===== config.mk =====
export PLATFORM = sky130hd
export DESIGN_NAME = adcc_conversion_control
export DESIGN_NICKNAME = d
export VERILOG_FILES = /design/src/hdl/adcc_pkg.sv /design/src/hdl/adcc_conversion_control.sv
export SDC_FILE = /design/constraint.sdc
export NUM_CORES = 1
export LEC_CHECK = 0
export ABC_AREA = 1
export BUFFER_PORTS_ARGS = -buffer_cell sky130_fd_sc_hd__buf_4
export CAP_MARGIN = 20
export CORE_UTILIZATION = 39
export DETAILED_ROUTE_END_ITERATION = 12
export PLACE_DENSITY_LB_ADDON = 0.25
export SYNTH_ARGS = -nofsm -noshare
export SYNTH_HDL_FRONTEND = slang
export SYNTH_SLANG_ARGS = --single-unit

===== constraint.sdc =====
create_clock -name clk -period 1.9 [get_ports clk]
set_clock_uncertainty 0.2 [all_clocks]
set_input_delay 0.19 -clock clk [delete_from_list [all_inputs] [get_ports clk]]
set_output_delay 0.19 -clock clk [all_outputs]
set_load 0.005 [all_outputs]

===== src/hdl/adcc_pkg.sv =====
// Purpose: constants and types for the converter control block
// Assumes: 200 MHz clock, 32-bit avalon-mm register port
// Notes:   offsets are byte addresses of aligned words
package adcc_pkg;

  // register map
  localparam logic [3:0]  CTRL_OFFSET   = 4'h0;
  localparam logic [3:0]  STATUS_OFFSET = 4'h4;
  localparam logic [15:0] CTRL_RESET    = 16'h0000;
  localparam logic [15:0] CTRL_RW_MASK  = 16'hFFBF; // bit 6 reserved, reads zero

  // control field positions
  localparam int START_EN_BIT = 7;
  localparam int POWER_BIT    = 5;
  localparam int MODE_LSB     = 3;
  localparam int SEL_LSB      = 0;

  // status field positions
  localparam int ST_POWERED = 0;
  localparam int ST_READY   = 1;
  localparam int ST_BUSY    = 2;
  localparam int ST_CONT    = 3;

  // power-up settling, least time rounds up
  localparam int CLK_PERIOD_PS = 5000;
  localparam int POWERUP_US    = 5;
  localparam int POWERUP_CYCLES =
    (POWERUP_US * 1000000 + CLK_PERIOD_PS - 1) / CLK_PERIOD_PS;
  localparam int PWR_CNT_W = $clog2(POWERUP_CYCLES + 1);

  // input mode field
  typedef enum logic [1:0] {
    MODE_SINGLE_ENDED = 2'b00,
    MODE_DIFFERENTIAL = 2'b01,
    MODE_PSEUDO_DIFF  = 2'b10,
    MODE_RESERVED     = 2'b11
  } adcc_mode_t;

  // conversion trigger select field
  typedef enum logic [2:0] {
    TRIG_PIN    = 3'b000,
    TRIG_GENERAL_TIMER_ONE = 3'b001,
    TRIG_GENERAL_TIMER_ZERO = 3'b010,
    TRIG_SINGLE = 3'b011,
    TRIG_CONT   = 3'b100,
    TRIG_PLA    = 3'b101,
    TRIG_RES6   = 3'b110,
    TRIG_RES7   = 3'b111
  } adcc_trig_sel_t;

  // trigger sources from outside the block
  typedef struct packed {
    logic external_convert_pin;             // asynchronous pin
    logic general_timer_zero;               // one-cycle pulse, clk domain
    logic general_timer_one;                // one-cycle pulse, clk domain
    logic programmable_logic_array_trigger; // one-cycle pulse, clk domain
  } adcc_trig_t;

endpackage : adcc_pkg


===== src/hdl/adcc_conversion_control.sv =====
// Purpose: control register and start logic for an on-chip converter
// Assumes: core answers each start with one done pulse; avalon-mm slave
// Notes:   status register shows power, settle, busy and continuous state
//
// Behaviour
// power bit set puts converter in normal mode
// software waits 5 us after power-up
// power bit clear powers the converter down
// mode field selects single, differential, pseudo
// select 000 starts from external pin
// select 001 starts from timer one
// select 010 starts from timer zero
// select 011 single conversion, then reverts 000
// software clears enable after single start
// select 100 continuous, 101 logic array
// enable gates starts, not running continuous
// selects 110, 111 start nothing
`timescale 1ns/1ps

module adcc_conversion_control (
  input  wire logic               clk,
  input  wire logic               reset,
  // avalon-mm slave
  input  wire logic [3:0]         avs_address,
  input  wire logic               avs_read,
  input  wire logic               avs_write,
  input  wire logic [31:0]        avs_writedata,
  input  wire logic [3:0]         avs_byteenable,
  output logic      [31:0]        avs_readdata,
  output logic                    avs_waitrequest,
  // trigger sources
  input  wire adcc_pkg::adcc_trig_t trig,
  // converter core
  input  wire logic               core_done,
  output logic                    core_power_on,
  output adcc_pkg::adcc_mode_t    core_input_mode,
  output logic                    core_start
);
  import adcc_pkg::*;

  logic [15:0]          ctrl;
  logic [15:0]          next_ctrl;
  logic [2:0]           pin_sync;
  logic                 pin_level;
  logic                 busy;
  logic                 cont_run;
  logic                 single_pend;
  logic                 single_act;
  logic [PWR_CNT_W-1:0] pwr_cnt;
  logic                 pwr_ready;

  // bus decode
  wire req       = avs_read | avs_write;
  wire accept    = req & ~avs_waitrequest;
  wire hit_ctrl  = avs_address == CTRL_OFFSET;
  wire hit_stat  = avs_address == STATUS_OFFSET;
  wire wr_ctrl   = accept & avs_write & hit_ctrl;
  wire [15:0] be_mask = {{8{avs_byteenable[1]}}, {8{avs_byteenable[0]}}};
  wire [15:0] wr_val  = avs_writedata[15:0] & CTRL_RW_MASK;

  // control fields
  wire                 en       = ctrl[START_EN_BIT];
  wire                 pwr      = ctrl[POWER_BIT];
  wire [1:0]           mode_fld = ctrl[MODE_LSB +: 2];
  wire adcc_trig_sel_t sel      = adcc_trig_sel_t'(ctrl[SEL_LSB +: 3]);

  // pin change counts once second and third stages agree
  wire pin_agree = pin_sync[1] == pin_sync[2];
  wire pin_rise  = pin_agree & pin_sync[2] & ~pin_level;

  // pin source
  // timer one
  // timer zero
  // continuous and array
  // reserved selects
  logic src_event;
  always_comb begin
    unique case (sel)
      TRIG_PIN:    src_event = pin_rise;
      TRIG_GENERAL_TIMER_ONE: src_event = trig.general_timer_one;
      TRIG_GENERAL_TIMER_ZERO: src_event = trig.general_timer_zero;
      TRIG_SINGLE: src_event = single_pend;
      TRIG_CONT:   src_event = 1'b1;
      TRIG_PLA:    src_event = trig.programmable_logic_array_trigger;
      TRIG_RES6:   src_event = 1'b0;
      TRIG_RES7:   src_event = 1'b0;
    endcase
  end

  // enable gate
  // a running continuous loop restarts even with enable cleared
  wire idle       = pwr & ~busy & ~core_start;
  wire start_cond = idle & ((en & src_event) | (cont_run & sel == TRIG_CONT));

  // revert after single
  wire revert = single_act & core_done;

  // control next value: bus write lands after the revert, so it wins
  always_comb begin
    next_ctrl = ctrl;
    if (revert)
      next_ctrl[SEL_LSB +: 3] = TRIG_PIN;
    if (wr_ctrl)
      next_ctrl = (ctrl & ~be_mask) | (wr_val & be_mask);
  end

  // power up
  // power down
  always_ff @(posedge clk) begin
    if (reset) begin
      ctrl          <= CTRL_RESET;
      core_power_on <= 1'b0;
    end else begin
      ctrl          <= next_ctrl;
      core_power_on <= next_ctrl[POWER_BIT];
    end
  end

  // mode select
  // reserved code keeps the last legal mode at the core
  always_ff @(posedge clk) begin
    if (reset)
      core_input_mode <= MODE_SINGLE_ENDED;
    else if (next_ctrl[MODE_LSB +: 2] != MODE_RESERVED)
      core_input_mode <= adcc_mode_t'(next_ctrl[MODE_LSB +: 2]);
  end

  // pin synchroniser, first stage read only by second
  always_ff @(posedge clk) begin
    if (reset) begin
      pin_sync  <= 3'b000;
      pin_level <= 1'b0;
    end else begin
      pin_sync  <= {pin_sync[1:0], trig.external_convert_pin};
      if (pin_agree)
        pin_level <= pin_sync[2];
    end
  end

  // start pulse and busy tracking
  always_ff @(posedge clk) begin
    if (reset) begin
      core_start <= 1'b0;
      busy       <= 1'b0;
    end else begin
      core_start <= start_cond;
      if (core_start)
        busy <= 1'b1;
      else if (core_done | ~pwr)
        busy <= 1'b0;
    end
  end

  // continuous loop
  // power-down or a new select ends the loop
  always_ff @(posedge clk) begin
    if (reset)
      cont_run <= 1'b0;
    else if (~pwr | sel != TRIG_CONT)
      cont_run <= 1'b0;
    else if (start_cond)
      cont_run <= 1'b1;
  end

  // single conversion
  // request armed by each write of select 011
  always_ff @(posedge clk) begin
    if (reset) begin
      single_pend <= 1'b0;
      single_act  <= 1'b0;
    end else begin
      if (wr_ctrl & next_ctrl[SEL_LSB +: 3] == TRIG_SINGLE)
        single_pend <= 1'b1;
      else if (start_cond | sel != TRIG_SINGLE)
        single_pend <= 1'b0;
      if (start_cond & sel == TRIG_SINGLE)
        single_act <= 1'b1;
      else if (core_done | ~pwr)
        single_act <= 1'b0;
    end
  end

  // settle indicator
  // hardware does not hold off starts; software polls ready
  always_ff @(posedge clk) begin
    if (reset | ~pwr) begin
      pwr_cnt   <= '0;
      pwr_ready <= 1'b0;
    end else if (pwr_cnt != PWR_CNT_W'(POWERUP_CYCLES)) begin
      pwr_cnt   <= pwr_cnt + 1'b1;
    end else begin
      pwr_ready <= 1'b1;
    end
  end

  // read mux, unmapped reads zero
  wire [31:0] stat_word = {28'h000_0000, cont_run, busy, pwr_ready, pwr};
  wire [31:0] rd_word   = hit_ctrl ? {16'h0000, ctrl} :
                          hit_stat ? stat_word : 32'h0000_0000;

  // one wait cycle per access, answer registered
  always_ff @(posedge clk) begin
    if (reset) begin
      avs_waitrequest <= 1'b1;
      avs_readdata    <= 32'h0000_0000;
    end else begin
      avs_waitrequest <= ~(req & avs_waitrequest);
      if (req & avs_waitrequest)
        avs_readdata  <= rd_word;
    end
  end
endmodule // adcc_conversion_control


# Word-level counts from Yosys, hierarchy flattened
# Cells that the tools add are included.
# totals
memories	0
wordCells	77
regBits	72
latchBits	0
ram_bits	0
out_inout_bits	37
rom_bits	0
inputBits	49
# classes
eq_ne	14
mux	10
bitwise_logic	30
n_shift	0
order_cmp	0
addsub	1
div_mod_pow	0
n_mul	0
reduce_logical	7
# op_table
cell	count
bitwise AND 16 bit	2
two-way mux 16 bit	1
inverter 16 bit	1
OR 16 bit	1
bitwise AND 1 bit	14
equality test 3 bit (second input constant)	4
adder 10 x 1 -> 10 bit (second input constant)	1
inequality test 10 bit (second input constant)	1
equality test 3 x 2 -> 1 bit (second input constant)	3
case mux 1 bit (7 select lines)	1
two-way mux 6 bit	1
inverter 1 bit	6
OR 1 bit	6
nonzero test 2 bit	3
two-way mux 1 bit	5
equality test 4 x 3 -> 1 bit (second input constant)	1
zero test 4 bit	1
two-way mux 4 bit	1
OR reduction 2 bit	2
equality test 3 x 1 -> 1 bit (second input constant)	1
zero test 3 bit	1
two-way mux 3 bit	1
inequality test 3 x 2 -> 1 bit (second input constant)	1
inequality test 3 bit (second input constant)	1
2 further kinds	2

# Depth between registers and ports, before layout
# Gate-level depths: netlist (run 1).
# logic_depth
word_depth	10
mapped_depth	11
mapped_depth_nobuf	11

# Worst setup path before layout (run 1)
# Ideal clock, no wire load.
# synth_path
kind	register to register
from	register pwr_cnt[0]
to	register pwr_cnt[0]
slack_ns	0.513
path_buffers	0
path_stages_with_launch	8
period_less_slack_ns	1.387
required_ns	1.579
t_arrival_ns	1.065
setup_ns	0.121
cell_sequence	dfxtp_1 -> inv_1 -> ha_1 -> nand3_1 -> nor3_1 -> nand2_1 -> o21ai_0 -> a21oi_1
# synth_via
elab_chain_len	1
elab_cells_between_ends	2
classes_between	1 x add/sub; 1 x eq/ne
# synth_rtl
item	line	text
start: declaration	adcc_conversion_control.sv:49	logic [PWR_CNT_W-1:0] pwr_cnt;
start signal: assignment	adcc_conversion_control.sv:190	pwr_cnt <= pwr_cnt + 1'b1;
adder 10 x 1 -> 10 bit or inequality test 10 bit (tied branches)	adcc_conversion_control.sv:190, adcc_conversion_control.sv:189	
# Parallel ways exist; a longest one is shown, timed or not.
# A chain may end at the register's enable or synchronous reset.

# Final worst setup path (run 1)
# layout_path
from	input port avs_read
to	register avs_readdata[2]
# layout_via
elab_chain_len	2
# layout_rtl
item	line	text
start: declaration	adcc_conversion_control.sv:25	input wire logic avs_read,
OR 1 bit	adcc_conversion_control.sv:53	wire req = avs_read | avs_write;
bitwise AND 1 bit	adcc_conversion_control.sv:208	if (req & avs_waitrequest)
end signal: assignment	adcc_conversion_control.sv:209	avs_readdata <= rd_word;
end: declaration	adcc_conversion_control.sv:29	output logic [31:0] avs_readdata,
# No other way between the ends.

==> results of run 1 <==
## logic make-up (layout without fill, tap and decap cells)
| family | after synthesis | count (layout) |
|---|---|---|
| compound gates | 56 | 56 |
| other cells | 1 | 16 |
| simple gates | 133 | 133 |
| buf+inv | 59 | 113 |
| flops | 55 | 55 |
| fa+ha+maj | 3 | 3 |
## synthesized netlist by cell type, drive strengths merged
cell type	number
a211oi	2
conb	1
dfxtp	55
nand2	51
nor3	8
clkbuf	3
o21ai	18
o31ai	1
nand4	3
nand3	14
ha	3
clkinv	2
a31oi	4
o211ai	1
inv	33
buf	21
nor2	57
a22oi	10
a21oi	20
## per-layer routing
metal	global-route usage	wire length [um]	share of wire	vias to the layer above
li1	-	-	-	1098
met1	0.2134	2390	0.48	937
met2	0.2803	2360	0.47	43
met3	0.04229	205	0.041	4
met4	0.04909	53	0.011	0
met5	0	0	0	-
## final cells by class
| type | count | area [um2] |
|---|---|---|
| Inverter | 35 | 136.4 |
| Clock buffer | 6 | 82.58 |
| Tap cell | 72 | 90.09 |
| Sequential cell | 55 | 1101 |
| Fill cell | 549 | 2651 |
| Clock inverter | 2 | 35.03 |
| Timing Repair Buffer | 70 | 563.0 |
| Multi-Input combinational cell | 208 | 1016 |
## worst max path at each step
stage / endpoint / slack (ps) / cells after the start
floorplan: pwr_cnt[0] / 510 / 7
global placement: pwr_cnt[8] / 390 / 7
detailed placement: pwr_cnt[8] / 380 / 7
CTS: avs_readdata[2] / 240 / 9
global route: avs_readdata[1] / 70 / 9
finish: avs_readdata[2] / 220 / 9
## through the flow
stage	total power, W	area (um2)	hold WS, ps	util
final	0.002116	3024	21.60	0.5328
after global routing	0.002208	3024	25.07	0.5328
after CTS	0.002147	3024	6.130	0.5328
after detailed placement	0.001324	2756	197.8	0.4857
after global placement	0.001322	2756	189.0	0.4857
after floorplan	0.001276	2412	96.97	-
## power by group through the flow
stage	Combinational [W]	Sequential, W	Clock, W
2_1_floorplan	0.0000869	0.00119	0
3_3_place_gp	0.000133	0.00119	0
3_5_place_dp	0.000134	0.00119	0
4_1_cts	0.000159	0.00116	0.000825
5_1_grt	0.000176	0.00116	0.000868
6_report	0.000158	0.00116	0.000795
## worst reg2reg max path: stages (launching register included)
cell and delay (ps):
dfxtp_1 410, ha_1 190, nand2_1 70, inv_1 80, nand3_1 90, nor2_1 220, nand3_1 100, a21oi_1 140
==> run summary, run 1 <==
R2R cell count: 7
Core Footprint: 5675 um2
Nets@finish: 427
Peak VDD IR: 395.4 uV
CP peak stage delay: 530 ps
Worst path cell trace: dlygate4sd3_1, buf_4, nor2_1, nor2_1, inv_2, buf_4, nor2_1, nand2_1, a31oi_1
Layout cell share with drive strength beyond 1: 0.2101
Number of max-cap violations: 0
Multiplexer share of the synthesized area: 0
XOR/XNOR Fraction of Synth Area: 0
Hold wc startpoint: avs_write
Hold Buf Count CTS: 15
H-tree levels: 2
I/O Buffers: 50
WP data arrival: 1720 ps
Worst Setup End Kind: flip-flop
Register area share after synthesis: 0.4673
Compound-Gate Fraction of Synth Area: 0.1360
R2r endpoint: pwr_cnt[8]
Full die area: 6356 um2
Later-pin clock latency in the skew report: 310 ps
Clock Power Share: 0.376
CTS root buf: clkbuf_8
Global Route Usage Sum: 0.1685
Top cell by count, worst path: nor2_1
Die height: 79.73 um
Setup TNS: 0 ps
Synth unique cells: 29
WS Path Type: input port to flip-flop
# diodes: 0
Hold path depth: 4
RSZ-0062 raised after global routing: false
Crit path max fanout: 12
Beginning of the critical path: avs_read
Detailed-route DRC error count: 0
Combinational Power Share: 0.075
Synth-to-layout area growth: 28.36%
Hpwl dp: 3.724 mm
Post-Synth Simple-Gate Area: 0.2539
Crit path launch type: input port
Mapped cell area: 2356 um2
Slew Limit Fails: 0
Setup WS post-layout: 220.1 ps
Largest family of logic cells by synthesized area: simple AND/OR/NAND/NOR gates
FF-to-FF Start: pwr_cnt[0]
Initial antenna violation count: 0
Hold Crit Endpoint: avs_waitrequest
Psw: 0.0004503 W
Vias: 2082
Cell family with most CP delay: buffers and inverters
Vias in the first global route: 1869
Worst path bufs/invs: 4
Hold crit path type: input port to flip-flop
P_leak: 1.322 nW
Synth warn: 0
Avg WL per Cell: 11.18 um
Tcrit/Tclk final: 0.8841
# IOs: 86
Row count: 27
Largest net degree at the start of global routing: 26
Ranking of synthesized cells by area: dfxtp_1 (47%), nor2_1 (8.3%), nand2_1 (7.3%)
Dpl ws: 377.1 ps
Post-Synth Adder-Cell Area: 0.01593
Clock buffer depth: 2
Clock sink total: 55
Area leader, netlist: dfxtp_1
Pwr Density: 699.6 nW/um2
First-pass GRT wire length: 8.217 mm
TritonCTS clock tree: built
Sequential Power Share: 0.550
WP data required: 1940 ps
Achievable Freq: 0.5953 GHz
Commonest cells after routing, fill and taps aside: dfxtp_1 (55), buf_4 (55), nor2_1 (52)
Final setup viols: 0
#FFs+latches synth: 55
ANT nets after route: 0
GP Congestion: 0.8281
Status: finished, final reports clean
Sw Ratio: 0.2128
Area share of the largest cell type after synthesis: 0.4673
DR vias/cell: 4.647
Starting Density: 0.4151
Post-Syn Area per Cell: 7.674 um2
Detailed Route Iter0 Violations: 76
Post_cts resized: 0
Non-Filler Instances: 448
Cell count after placement: 425
Grt ovf: 0
Drt pass-1 iters: 4
Syn Inst Count: 307
Slowest CP cell: dlygate4sd3_1
Cell-internal power: 0.001666 W
Postcts setup bufs: 0
Min Tclk post-route: 1680 ps
Total wire length: 5.010 mm
CTS clk-pin slew, worst paths: 100 ps
Reg2reg setup slack: 330 ps
Num CTS Buffers: 5
Die Wd: 79.73 um
Final Hold Violating Endpoints: 0
No activity file was read; power rests on OpenSTA's default activity.
==> inputs of run 2 (changes only) <==
--- a/config.mk
+++ b/config.mk
@@ -11,6 +11,8 @@
 export CORE_UTILIZATION = 39
 export DETAILED_ROUTE_END_ITERATION = 12
 export PLACE_DENSITY_LB_ADDON = 0.25
+export REMOVE_ABC_BUFFERS = 1
 export SYNTH_ARGS = -nofsm -noshare
 export SYNTH_HDL_FRONTEND = slang
 export SYNTH_SLANG_ARGS = --single-unit
+export TNS_END_PERCENT = 30
==> run summary, run 2 (synthesized netlist as in run 1, its figures left out) <==
TritonCTS clock tree: built
Global Route Usage Sum: 0.1688 (+0.0002864)
WP data required: 1930 ps (about the same)
FF-to-FF Start: avs_waitrequest
P_leak: 1.325 nW (+0.23%)
Tcrit/Tclk final: 0.8919 (+0.007716)
Die height: 79.73 um (unchanged)
Crit path max fanout: 14 (+2)
Met3 Routed Length: 232 um (+13%)
Synth-to-layout area growth: 29.10%
Vias in the first global route: 1807 (-3.3%)
Total wire length: 5.200 mm (+3.8%)
First-pass GRT wire length: 8.224 mm (about the same)
Grt ovf: 0 (unchanged)
Row count: 27 (unchanged)
RSZ-0062 raised after global routing: false
CTS root buf: clkbuf_8
R2R cell count: 6 (-1)
H-tree levels: 2 (unchanged)
# IOs: 86 (unchanged)
WS Path Type: input port to flip-flop
WP data arrival: 1720 ps (about the same)
Most common cell after layout, fill and taps aside: dfxtp_1
I/O Buffers: 50 (unchanged)
ANT nets after route: 0 (unchanged)
Final setup viols: 0 (unchanged)
DR vias/cell: 4.663 (+0.34%)
Hold crit path type: input port to flip-flop
Clock buffer depth: 2 (unchanged)
Achievable Freq: 0.5901 GHz (-0.87%)
Slew Limit Fails: 0 (unchanged)
Crit path launch type: input port
Clock sink total: 55 (unchanged)
Setup TNS: 0 ps (unchanged)
Initial antenna violation count: 0 (unchanged)
Number of max-cap violations: 0 (unchanged)
Later-pin clock latency in the skew report: 310 ps (about the same)
Layout cell share with drive strength beyond 1: 0.2048 (-0.005319)
Core Footprint: 5675 um2 (unchanged)
Status: finished, final reports clean
GP Congestion: 0.8260 (-0.25%)
Starting Density: 0.4151 (unchanged)
Critical path destination: avs_readdata[1]
Drt pass-1 iters: 4 (unchanged)
Pwr Density: 728.1 nW/um2 (+4.1%)
Worst Setup End Kind: flip-flop
Num CTS Buffers: 5 (unchanged)
Commonest cells after routing, fill and taps aside: dfxtp_1 (55), buf_4 (54), nor2_1 (52)
Reg2reg setup slack: 320 ps (about the same)
CP peak stage delay: 530 ps (about the same)
# diodes: 0 (unchanged)
Final core utilization: 0.5359 (+0.003087)
Top cell by count, worst path: nor2_1
Peak VDD IR: 426.5 uV (+7.9%)
Beginning of the critical path: avs_read
Avg WL per Cell: 11.61 um (+3.8%)
Nets@finish: 427 (unchanged)
Largest net degree at the start of global routing: 17 (-35%)
Min Tclk post-route: 1695 ps (+14.66 ps)
Full die area: 6356 um2 (unchanged)
Final Hold Violating Endpoints: 0 (unchanged)
Detailed Route Iter0 Violations: 100 (+32%)
Postcts setup bufs: 0 (unchanged)
Top layer in use: met4
Worst path cell trace: dlygate4sd3_1, buf_4, nor2_1, nor2_1, inv_2, nor2_4, nand2_1, a31oi_1
Slowest CP cell: dlygate4sd3_1
WL met1: 2.374 mm (-0.67%)
Detailed route wirelength on metal2: 2.536 mm (+7.5%)
R2r endpoint: avs_readdata[1]
Hpwl dp: 3.760 mm (+0.98%)
CTS clk-pin slew, worst paths: 100 ps (about the same)
Vias: 2089 (+0.34%)
Detailed-route DRC error count: 0 (unchanged)
Die Wd: 79.73 um (unchanged)
run 2: layout make-up:
| cell class | count | area [um2] |
|---|---|---|
| Clock buffer | 6 | 72.57 |
| Clock inverter | 2 | 60.06 |
| Fill cell | 565 | 2634 |
| Inverter | 35 | 136.4 |
| Multi-Input combinational cell | 208 | 1016 |
| Sequential cell | 55 | 1101 |
| Tap cell | 72 | 90.09 |
| Timing Repair Buffer | 70 | 565.5 |
run 2: critical path, delay by kind of cell:
family,cells,cell delay [ps]
buffers and inverters,3,740
and+or+nand+nor,4,610
AOI/OAI and AO/OA,1,180
run 2: how the worst min path moves through the flow:
| stage | startpoint | end | slack [ps] | depth (start not counted) |
|---|---|---|---|---|
| after detailed placement | pin_sync[0] | pin_sync[1] | 200 | 2 |
| after floorplan | reset | avs_readdata[0] | 60 | 1 |
| after global routing | avs_byteenable[0] | ctrl[6] | 50 | 4 |
| final | avs_write | avs_waitrequest | 20 | 4 |
| after CTS | avs_write | avs_waitrequest | 20 | 4 |
| after global placement | pin_sync[0] | pin_sync[1] | 190 | 2 |
run 2: layer usage:
layer / up-vias / track usage
met4: 0 / 0.04545
met3: 7 / 0.03886
met1: 930 / 0.2109
met2: 55 / 0.2889
li1: 1097 / -
met5: - / 0
run 2: metrics by stage:
step	std cells	total power, W	cell area (um2)	setup WS [ps]	hold slack [ps]
final	448	0.002215	3042	205.5	24.61
after global routing	448	0.002308	3042	93.56	52.18
after CTS	448	0.002244	3042	216.1	22.56
after detailed placement	424	0.001325	2749	344.0	195.7
after global placement	424	0.001324	2749	380.6	188.7
after floorplan	298	0.001241	2253	494.5	59.41
run 2: timing repair:
| item | in CTS | in global routing |
|---|---|---|
| hold buffers | 16 | 0 |
| hold endpoints to repair | 21 | 0 |
| resized for setup | 0 | 0 |
run 2: power breakdown:
group	total, W	leakage (nW)	switching (W)	internal [W]
logic	0.000162	0.816	0.0000810	0.0000809
registers	0.00116	0.444	0.00000393	0.00116
clock network	0.000890	0.0654	0.000363	0.000527
